<file path="src/hdl/osc_pkg.sv">
`default_nettype none
package osc_pkg;
   // Peripheral access port identity and byte register offsets
   localparam logic [7:0] PERIPH_ID = 8'h04;
   localparam logic [7:0] CLOCK_SOURCE_CONTROL = 8'h00;
   localparam logic [7:0] INTERNAL_OSCILLATOR_CONTROL = 8'h01;
   localparam logic [7:0] CRYSTAL_OSCILLATOR_CONTROL = 8'h02;
   // Field positions
   localparam int SEL_BIT = 0;
   localparam int RSTEN_BIT = 1;
   localparam int INT_EN_BIT = 0;
   localparam int INT_SLOW_BIT = 1;
   localparam int XTAL_EN_BIT = 0;
   localparam int XTAL_BIAS_BIT = 1;
   // Reset values
   localparam logic RSTEN_RESET = 1'b0;
   localparam logic INT_EN_RESET = 1'b1;
   localparam logic INT_SLOW_RESET = 1'b0;
   localparam logic XTAL_EN_RESET = 1'b1;
   localparam logic XTAL_BIAS_RESET = 1'b1;
   // Tile reset pulse length and switch settle time
   localparam int TILE_RST_CYCLES = 16;
   localparam int SWITCH_SETTLE_CYCLES = 4;

   typedef struct packed {
      logic req;
      logic write;
      logic [7:0] periph;
      logic [7:0] addr;
      logic [7:0] wdata;
   } osc_req_t;

   typedef struct packed {
      logic ack;
      logic [7:0] rdata;
   } osc_rsp_t;

   typedef enum logic [1:0] {
      SW_IDLE = 2'b00,
      SW_STOP = 2'b01,
      SW_SETTLE = 2'b10
   } osc_sw_t;
endpackage : osc_pkg
`default_nettype wire

</file>
<file path="src/hdl/osc_select_control.sv">
// How it works
// (RULE1) Answers peripheral 4 only; every register access is one byte.
// (RULE2) Control bit 0 picks source: 0 crystal, 1 internal; reset from strap.
// (RULE3) With control bit 1 set, a source change resets the tile; resets 0.
// (RULE4) Internal bit 1 picks speed: 0 fast near 20 MHz, 1 slow; resets 0.
// (RULE5) Internal bit 0 resets to 1; writing 0 stops the internal oscillator.
// (RULE6) Software stops internal oscillator only while tile runs on crystal.
// (RULE7) Crystal bit 1 resets to 1; writing 0 turns bias circuit off.
// (RULE8) Software disables bias only with an external oscillator attached.
// (RULE9) Crystal bit 0 resets to 1; writing 0 stops the crystal oscillator.
// (RULE10) Software stops crystal only while tile runs on internal oscillator.
// (RULE11) Bits 7:2 of all three registers are reserved, read zero.
// (RULE12) Source switch is break-before-make so no short pulse reaches tile; strap load after reset moves select with no hold.
`timescale 1ns/1ps
`default_nettype none
module osc_select_control
(
   input wire logic clock,
   input wire logic rst_n,
   input wire logic strapSelect,
   input wire osc_pkg::osc_req_t busReq,
   output osc_pkg::osc_rsp_t busRsp,
   output logic clkSelect,
   output logic muxHoldOff,
   output logic tileReset,
   output logic intOscEnable,
   output logic intOscSlow,
   output logic xtalEnable,
   output logic xtalBiasEnable
);
   import osc_pkg::*;

   ////////////////////////////////////////////////////////////////////////////
   function automatic logic hit(input osc_req_t r, input logic [7:0] a);
      hit = r.req && (r.periph == PERIPH_ID) && (r.addr == a);
   endfunction : hit

   logic selReg_r, selReg_nxt, rstEn_r, rstEn_nxt;
   logic intEn_r, intEn_nxt, intSlow_r, intSlow_nxt;
   logic xtalEn_r, xtalEn_nxt, xtalBias_r, xtalBias_nxt;
   logic strapDone_r, strapDone_nxt;
   osc_rsp_t rsp_r, rsp_nxt;

   always_comb
   begin
      selReg_nxt = selReg_r;
      rstEn_nxt = rstEn_r;
      intEn_nxt = intEn_r;
      intSlow_nxt = intSlow_r;
      xtalEn_nxt = xtalEn_r;
      xtalBias_nxt = xtalBias_r;
      strapDone_nxt = 1'b1;
      rsp_nxt = '0;
      // Strap sampled on first edge after release, async reset stays constant
      if (!strapDone_r)
         selReg_nxt = strapSelect; // see (RULE2)
      if (busReq.req && busReq.periph == PERIPH_ID) // see (RULE1)
         rsp_nxt.ack = 1'b1;
      if (busReq.write)
      begin
         // Only bits 1:0 stored; upper bits dropped, see (RULE11)
         if (hit(busReq, CLOCK_SOURCE_CONTROL))
         begin
            selReg_nxt = busReq.wdata[SEL_BIT]; // see (RULE2)
            rstEn_nxt = busReq.wdata[RSTEN_BIT]; // see (RULE3)
         end
         if (hit(busReq, INTERNAL_OSCILLATOR_CONTROL))
         begin
            intEn_nxt = busReq.wdata[INT_EN_BIT]; // see (RULE5)
            intSlow_nxt = busReq.wdata[INT_SLOW_BIT]; // see (RULE4)
         end
         if (hit(busReq, CRYSTAL_OSCILLATOR_CONTROL))
         begin
            xtalEn_nxt = busReq.wdata[XTAL_EN_BIT]; // see (RULE9)
            xtalBias_nxt = busReq.wdata[XTAL_BIAS_BIT]; // see (RULE7)
         end
      end
      else
      begin
         if (hit(busReq, CLOCK_SOURCE_CONTROL))
            rsp_nxt.rdata = {6'h00, rstEn_r, selReg_r}; // see (RULE11)
         if (hit(busReq, INTERNAL_OSCILLATOR_CONTROL))
            rsp_nxt.rdata = {6'h00, intSlow_r, intEn_r};
         if (hit(busReq, CRYSTAL_OSCILLATOR_CONTROL))
            rsp_nxt.rdata = {6'h00, xtalBias_r, xtalEn_r};
      end
   end

   always_ff @(posedge clock or negedge rst_n)
   begin
      if (!rst_n)
      begin
         selReg_r <= 1'b0;
         rstEn_r <= RSTEN_RESET;
         intEn_r <= INT_EN_RESET;
         intSlow_r <= INT_SLOW_RESET;
         xtalEn_r <= XTAL_EN_RESET;
         xtalBias_r <= XTAL_BIAS_RESET;
         strapDone_r <= 1'b0;
         rsp_r <= '0;
      end
      else
      begin
         selReg_r <= selReg_nxt;
         rstEn_r <= rstEn_nxt;
         intEn_r <= intEn_nxt;
         intSlow_r <= intSlow_nxt;
         xtalEn_r <= xtalEn_nxt;
         xtalBias_r <= xtalBias_nxt;
         strapDone_r <= strapDone_nxt;
         rsp_r <= rsp_nxt;
      end
   end

   ////////////////////////////////////////////////////////////////////////////
   // Switch sequencer: hold mux off, flip select, settle, release
   osc_sw_t swState_r, swState_nxt;
   logic [4:0] swCnt_r, swCnt_nxt;
   logic clkSel_r, clkSel_nxt, holdOff_r, holdOff_nxt;
   logic tileRst_r, tileRst_nxt;
   logic [4:0] rstCnt_r, rstCnt_nxt;

   always_comb
   begin
      swState_nxt = swState_r;
      swCnt_nxt = swCnt_r;
      clkSel_nxt = clkSel_r;
      holdOff_nxt = holdOff_r;
      rstCnt_nxt = rstCnt_r;
      tileRst_nxt = (rstCnt_r != 5'h00);
      if (rstCnt_r != 5'h00)
         rstCnt_nxt = rstCnt_r - 5'h01;
      unique case (swState_r)
         SW_IDLE:
            if (strapDone_r && selReg_r != clkSel_r)
            begin
               // Gate tile clock before the source moves, see (RULE12)
               holdOff_nxt = 1'b1;
               swCnt_nxt = 5'(SWITCH_SETTLE_CYCLES);
               swState_nxt = SW_STOP;
               if (rstEn_r) // see (RULE3)
                  rstCnt_nxt = 5'(TILE_RST_CYCLES);
            end
         SW_STOP:
            if (swCnt_r == 5'h00)
            begin
               clkSel_nxt = selReg_r;
               swCnt_nxt = 5'(SWITCH_SETTLE_CYCLES);
               swState_nxt = SW_SETTLE;
            end
            else
               swCnt_nxt = swCnt_r - 5'h01;
         SW_SETTLE:
            if (swCnt_r == 5'h00)
            begin
               holdOff_nxt = 1'b0; // see (RULE12)
               swState_nxt = SW_IDLE;
            end
            else
               swCnt_nxt = swCnt_r - 5'h01;
         default:
            swState_nxt = SW_IDLE;
      endcase
      // Before strap capture the output simply follows the strap
      if (!strapDone_r)
         clkSel_nxt = strapSelect;
   end

   always_ff @(posedge clock or negedge rst_n)
   begin
      if (!rst_n)
      begin
         swState_r <= SW_IDLE;
         swCnt_r <= 5'h00;
         clkSel_r <= 1'b0;
         holdOff_r <= 1'b0;
         tileRst_r <= 1'b0;
         rstCnt_r <= 5'h00;
      end
      else
      begin
         swState_r <= swState_nxt;
         swCnt_r <= swCnt_nxt;
         clkSel_r <= clkSel_nxt;
         holdOff_r <= holdOff_nxt;
         tileRst_r <= tileRst_nxt;
         rstCnt_r <= rstCnt_nxt;
      end
   end

   assign busRsp = rsp_r;
   assign clkSelect = clkSel_r;
   assign muxHoldOff = holdOff_r;
   assign tileReset = tileRst_r;
   assign intOscEnable = intEn_r;
   assign intOscSlow = intSlow_r;
   assign xtalEnable = xtalEn_r;
   assign xtalBiasEnable = xtalBias_r;

   ////////////////////////////////////////////////////////////////////////////
   a_sel_hold: assert property (@(posedge clock) // see (RULE12)
      disable iff (!rst_n)
      (swState_r == SW_IDLE && $changed(clkSel_r) && strapDone_r
         && $past(strapDone_r)) |-> 1'b0)
      else $error("select moved outside a held switch");
   a_hold_cover: assert property (@(posedge clock) // see (RULE12)
      disable iff (!rst_n)
      $changed(clkSel_r) && $past(strapDone_r, 2)
      |-> holdOff_r && $past(holdOff_r))
      else $error("select moved without hold off");
   a_tile_reset: assert property (@(posedge clock) // see (RULE3)
      disable iff (!rst_n)
      (swState_r == SW_IDLE && strapDone_r && selReg_r != clkSel_r && rstEn_r)
      |-> ##2 tileRst_r [*8])
      else $error("tile reset missing on source change");
   a_no_reset: assert property (@(posedge clock) // see (RULE3)
      disable iff (!rst_n)
      (rstCnt_r == 5'h00 && !(swState_r == SW_IDLE && selReg_r != clkSel_r
         && rstEn_r)) |=> ##1 !tileRst_r)
      else $error("tile reset without cause");
   a_ack_one: assert property (@(posedge clock) // see (RULE1)
      disable iff (!rst_n)
      busReq.req && busReq.periph == PERIPH_ID |=> busRsp.ack)
      else $error("access not acknowledged");
   a_ack_other: assert property (@(posedge clock) // see (RULE1)
      disable iff (!rst_n)
      !(busReq.req && busReq.periph == PERIPH_ID) |=> !busRsp.ack)
      else $error("foreign access acknowledged");
   a_rsvd_zero: assert property (@(posedge clock) // see (RULE11)
      disable iff (!rst_n)
      busRsp.rdata[7:2] == 6'h00)
      else $error("reserved bits not zero");
   a_int_write: assert property (@(posedge clock) // see (RULE5) (RULE4)
      disable iff (!rst_n)
      busReq.write && hit(busReq, INTERNAL_OSCILLATOR_CONTROL)
      |=> intOscEnable == $past(busReq.wdata[INT_EN_BIT])
         && intOscSlow == $past(busReq.wdata[INT_SLOW_BIT]))
      else $error("internal oscillator write lost");
   a_xtal_write: assert property (@(posedge clock) // see (RULE9) (RULE7)
      disable iff (!rst_n)
      busReq.write && hit(busReq, CRYSTAL_OSCILLATOR_CONTROL)
      |=> xtalEnable == $past(busReq.wdata[XTAL_EN_BIT])
         && xtalBiasEnable == $past(busReq.wdata[XTAL_BIAS_BIT]))
      else $error("crystal write lost");
endmodule : osc_select_control
`default_nettype wire

</file>
<file path="config.mk">
export PLATFORM = sky130hd
export DESIGN_NAME = osc_select_control
export DESIGN_NICKNAME = d
export VERILOG_FILES = /design/src/hdl/osc_pkg.sv /design/src/hdl/osc_select_control.sv
export SDC_FILE = /design/constraint.sdc
export NUM_CORES = 1
export LEC_CHECK = 0
export ABC_AREA = 0
export ABC_CLOCK_PERIOD_IN_PS = 1900
export BUFFER_PORTS_ARGS = -buffer_cell sky130_fd_sc_hd__clkbuf_2
export CORE_MARGIN = 4
export CORE_UTILIZATION = 24
export CTS_CLUSTER_SIZE = 10
export DETAILED_ROUTE_END_ITERATION = 8
export GPL_ROUTABILITY_DRIVEN = 1
export PLACE_DENSITY = 0.48
export REMOVE_ABC_BUFFERS = 1
export SYNTH_ARGS = -nofsm -noshare
export SYNTH_HDL_FRONTEND = slang
export SYNTH_SLANG_ARGS = --single-unit
</file>
<file path="constraint.sdc">
create_clock -name clock -period 1.9 [get_ports clock]
set_input_delay 0.285 -clock clock [delete_from_list [all_inputs] [get_ports clock]]
set_output_delay 0.285 -clock clock [all_outputs]
set_load 0.01 [all_outputs]
</file>
# After elaboration in Yosys (flattened, before gate mapping)
# Index checks and enable logic that the tools add are counted.
[classes] n_addsub=2 mul=0 n_div=0 order_cmp=0 eq_ne=12 shift=0 muxes=26 bitwise_logic=0 reduce_logical=18
[ops] cell="two-way mux 5 bit" n=7
[ops] cell="two-way mux 8 bit" n=3
[ops] cell="case mux 5 bit (3 select lines)" n=1
[ops] cell="subtractor 5 x 1 -> 5 bit, second input constant" n=2
[ops] cell="two-way mux 1 bit" n=9
[ops] cell="AND reduction 3 bit" n=3
[ops] cell="== test 8 x 1 -> 1 bit, second input constant" n=1
[ops] cell="== test 8 x 2 -> 1 bit, second input constant" n=1
[ops] cell="== test 8 x 3 -> 1 bit, second input constant" n=1
[ops] cell="zero test 8 bit" n=1
[ops] cell="two-way mux 2 bit" n=4
[ops] cell="inequality test 2 bit, second input constant" n=4
[ops] cell="AND reduction 2 bit" n=4
[ops] cell="case mux 2 bit (3 select lines)" n=1
[ops] cell="logical AND 1 bit" n=5
[ops] cell="zero test 5 bit" n=1
[ops] cell="nonzero test 5 bit" n=1
[ops] cell="inequality test 2 x 1 -> 1 bit, second input constant" n=2
[ops] cell="nonzero test 3 bit" n=1
[ops] cell="== test 2 x 1 -> 1 bit, second input constant" n=1
[ops] cell="== test 2 bit, second input constant" n=1
[ops] cell="zero test 2 bit" n=1
[ops] cell="case mux 1 bit (2 select lines)" n=1
[ops] cell="nonzero test 2 bit" n=1
[ops] cell="inequality test 1 bit" n=1
[totals] reg_bits=31 latchBits=0 mem_bits_rw=0 romBits=0 in_bits=29 output_inout_bits=16 elab_cells=73 n_memories=0

# Logic depth before layout (Yosys ltp)
[depth] depth_word=7 depth_mapped=7 depth_no_buf=7

# Worst setup path before layout
# No wires, ideal clock.
[synth_timing] path_type="register to register" startpoint="reg swCnt_r[0]" endpoint="reg swCnt_r[1]" setup_time_ns=0.125 t_arrival_ns=1.646 required_ns=1.775 setup_slack_ns=0.129 path_stages_with_launch=7 path_buffers=0 synth_period_minus_slack_ns=1.771 cell_sequence="dfrtp_1 -> inv_1 -> ha_1 -> or4b_1 -> a21o_1 -> nor3b_1 -> mux2_2"
[synth_between] elab_chain_len=3 word_cells_on_any_way=7 classes_between="1 x add/sub; 1 x eq/ne; 3 x mux; 2 x reduce/logical"
[synth_lines] item="start: declaration" line_no="osc_select_control.sv:118" text="logic [4:0] swCnt_r, swCnt_nxt;"
[synth_lines] item="start signal: assignment" line_no="osc_select_control.sv:183" text="swCnt_r <= swCnt_nxt;"
[synth_lines] item="subtractor 5 x 1 -> 5 bit / zero test 5 bit (equally long branches)"
[synth_lines] item="two-way mux 5 bit, or another cell as far along" line_no="osc_select_control.sv:154" text="if (swCnt_r == 5'h00)"
[synth_lines] item="case mux 5 bit (3 select lines) / AND reduction 3 bit (equally long branches)"
# Several ways; a longest one is shown, not always the timed one. The select of a mux whose other input is x is not followed.
# A chain may end at the register's enable or synchronous reset.

# Final worst setup path
[layout_timing] startpoint="reg swCnt_r[1]" endpoint="reg swCnt_r[1]"
# Same word-level chain as after synthesis.

==> run_results.csv <==
group,metric,value,unit
pwr,p_leak,0.843,nW
sta,fin_crit_sh,95.2,%
cts,cts_buffers,3,
layout,antenna_cells,0,
global_routing,grt_pass1_vias,1160,
drt,vias,1104,
sta,setup_tns,0,ps
drt,drt_iter0_drc,63,
sta,rsz0062_at_grt,"no",
cts,cts_root_buf,"clkbuf_8",
setup_path,path_cells,"inv_1 > ha_1 > or4b_4 > a21o_1 > nor3b_1 > mux2_2",
sta,setup_viol,0,
outcome,status,"finished, final reports clean",
pwr,powerDensity,1100,nW/µm²
sta,maxSlewViolCount,0,
setup_path,worst-path-buf-inv,1,
sta,tightest_slew,650,ps
synth,synth_cell_types,38,
drt,finalWirelength,2950,µm
setup_path,criticalPathCategory,"flip-flop to flip-flop",
die,start_util,25.1,%
pwr,cellInternalPower,1.20,mW
synth,yosysWarnings,0,
synth,syn_inst,131,
cts,cts_hold_buf,0,
sta,relSlewSlack,56.7,%
die,num_rows,27,
sta,fmaxAchievable,0.553,GHz
die,io_pins,45,
die,core,5570,µm²
setup_path,cp.required,2070,ps
drt,dr.pass1.iters,4,
setup_path,arrival,1980,ps
placed_design,dp_cells,242,
setup_path,cp_max_fo,2,
synth,yosysTopAreaCell,"dfrtp_1",
pwr,swShare,37.5,%
cts,clockBufferDepth,2,
pwr,power_frac_comb,45.1,%
global_routing,grtUsageTotal,8.87,%
layout,multi_input_area,724,µm²
sta,skew,1.69,ps
layout,instances_no_fill,247,
global_routing,overflow,0,
cts,worstSkewPairLatency,280,ps
synth,synth_top_cell_area_share,39.4,%
sta,hold_violations,0,
cts,ctsHtreeMaxLevel,1,
setup_path,cp_slowest_cell,"or4b_4",
layout,num-fill-cells,590,
setup_path,reg2reg_depth,6,
pwr,total_power,1.93,mW
synth,post_synth.cell_area_avg,10.7,µm²
layout,seqCellArea,629,µm²
drt,vias_per_cell,4.47,
synth,ys_seq_area_share,45.1,%
synth,ys_seq_elements,25,
hold_path,min_path_type,"input port to asynchronous set/reset pin",
layout,area_growth,25.6,%
setup_path,setup.worst_path.end_class,"flip-flop",
job,drv_cap,0,
cts,cts_tree,"built",
sta,fin_crit,1810,ps
synth,synth.area.top_cells,"dfrtp_1, dfstp_2, ha_1",
pwr,irDropWorstVdd,0.388,mV
layout,layout.nets,211,
setup_path,critPathLaunchType,"flip-flop",
setup_path,crit_cells,6,
global_routing,antenna_found_initial,0,
die,die_area,7100,µm²
sta,whs,12.0,ps
synth,netlist_area,1400,µm²
drt,wl_per_cell,11.9,µm
placed_design,place_hpwl,2290,µm
drt,antenna_left,0,
layout,drive_above_1_share,36.0,%
global_routing,grt_max_degree,26,
die,die_h,84.3,µm
pwr,switching_power,723,µW
drt,drc,0,
global_routing,grt_pass1_wl,5190,µm
setup_path,cpLargestDelayFamily,"simple AND/OR/NAND/NOR gates",
die,die_x,84.3,µm
sta,fin_ws,91.9,ps
setup_path,cpPeakStageDelay,470,ps
pwr,seq_power_share,37.5,%
placed_design,io_buffers,32,
placed_design,dp_slack,35.8,ps
placed_design,gp_congestion,0.770,
cts,clk_pin_slew,90,ps
pwr,p_clk_share,17.3,%
cts,clock_sinks,25,
[registers in the layout (all words and copies together), names as in the netlist]
name,count
rstEn_r,1
intOscSlow,1
rstCnt_r,5
selReg_r,1
xtalBiasEnable,1
strapDone_r,1
tileReset,1
muxHoldOff,1
intOscEnable,1
xtalEnable,1
busRsp,3
swCnt_r,5
swState_r,2
clkSelect,1
[power by group through the flow]
| stage | clock network [mW] | logic, mW | registers (mW) |
|---|---|---|---|
| after floorplan | 0 | 0.554 | 0.728 |
| after global routing | 0.378 | 1.01 | 0.738 |
| after global placement | 0 | 0.831 | 0.733 |
| final | 0.334 | 0.870 | 0.723 |
| after detailed placement | 0 | 0.824 | 0.733 |
| after CTS | 0.359 | 0.835 | 0.723 |
[metrics by stage]
step / area (µm²) / util, %
global route: 1750 / 31.5
detailed placement: 1680 / 30.1
CTS: 1730 / 31.0
floorplan: 1370 / -
finish: 1750 / 31.5
global placement: 1680 / 30.1
[kinds of logic (layout without fill, tap and decap cells)]
family          count (synthesis)  in the layout  synth area share (%)
compound gates                 28             28                  11.7
xor+xnor                        4              4                  2.51
fa+ha+maj                       6              6                  5.38
buf+inv                        15             54                  5.64
flops                          25             25                  45.1
mux                            12             12                  9.86
other cells                     2              7                 0.538
simple gates                   39             39                  19.3
[per-layer routing]
layer | up-vias | share of wire (%) | global-route usage, %
met3 | 5 | 8.9 | 2.65
met2 | 49 | 44 | 14.0
met5 | - | 0 | 0
li1 | 544 | - | -
met1 | 506 | 46 | 11.5
met4 | 0 | 1.4 | 3.07
[layout make-up]
type	instances	share of cell area, %
inverters	9	1.93
flip-flops and latches	25	35.9
well taps	72	5.14
clock buffers	3	2.35
multi-input cells	96	41.3
repair buffers	41	13.0
clock inverters	1	0.428
[synth_stat cells]
library cell	count
inv_2	1
nor4b_2	3
mux2i_1	4
conb_1	2
nand4_1	2
nor2b_1	1
mux2_1	4
mux2_4	2
nor3_1	9
mux2_2	2
a311oi_1	1
a21oi_1	12
o21ai_1	3
ha_1	6
a31oi_1	3
nor4_4	1
and2_1	2
nand4_2	1
xnor2_1	3
a211oi_1	1
nor3b_1	2
nand3_1	1
dfstp_2	3
buf_4	6
dfrtp_1	22
o21a_1	1
xor2_1	1
or3b_1	1
or4b_4	1
or4b_1	1
nor2_1	8
and4b_1	1
inv_1	8
a21o_1	3
and3_1	1
a211o_1	1
nand2_1	4
o21ai_0	3
[path summary, 6_finish.rpt]
path	start	to	slack (ps)
min in group clock	busReq[24]	busRsp[0]	230
worst min register to register	rstCnt_r[4]	rstCnt_r[4]	490
worst min-delay path	rst_n	busRsp[8]	10
worst max register to register	swCnt_r[1]	swCnt_r[1]	90
max in group asynchronous	rst_n	rstCnt_r[3]	1460
worst max-delay path	swCnt_r[1]	swCnt_r[1]	90
[cell usage in the layout, fill, tap and decap left out, types with 2 or more instances in the layout]
master and n:
a21o_1 3, a21oi_1 12, a31oi_1 3, and2_1 2, buf_4 9, clkbuf_2 32, clkbuf_8 3, conb_1 7
dfrtp_1 22, dfstp_2 3, ha_1 5, inv_1 8, mux2_1 4, mux2_2 2, mux2_4 2, mux2i_1 4
nand2_1 4, nand4_1 2, nor2_1 8, nor3_1 8, nor3b_1 2, nor4b_2 3, o21ai_0 3, o21ai_1 3
or4b_4 2, xnor2_1 3
[timing repair]
item | 4_1_cts | 5_1_grt
gates resized for setup | 0 | 4
setup buffers | 0 | 1
setup endpoints to repair | 0 | 2
Note: power is estimated with default switching activity, not from simulation.
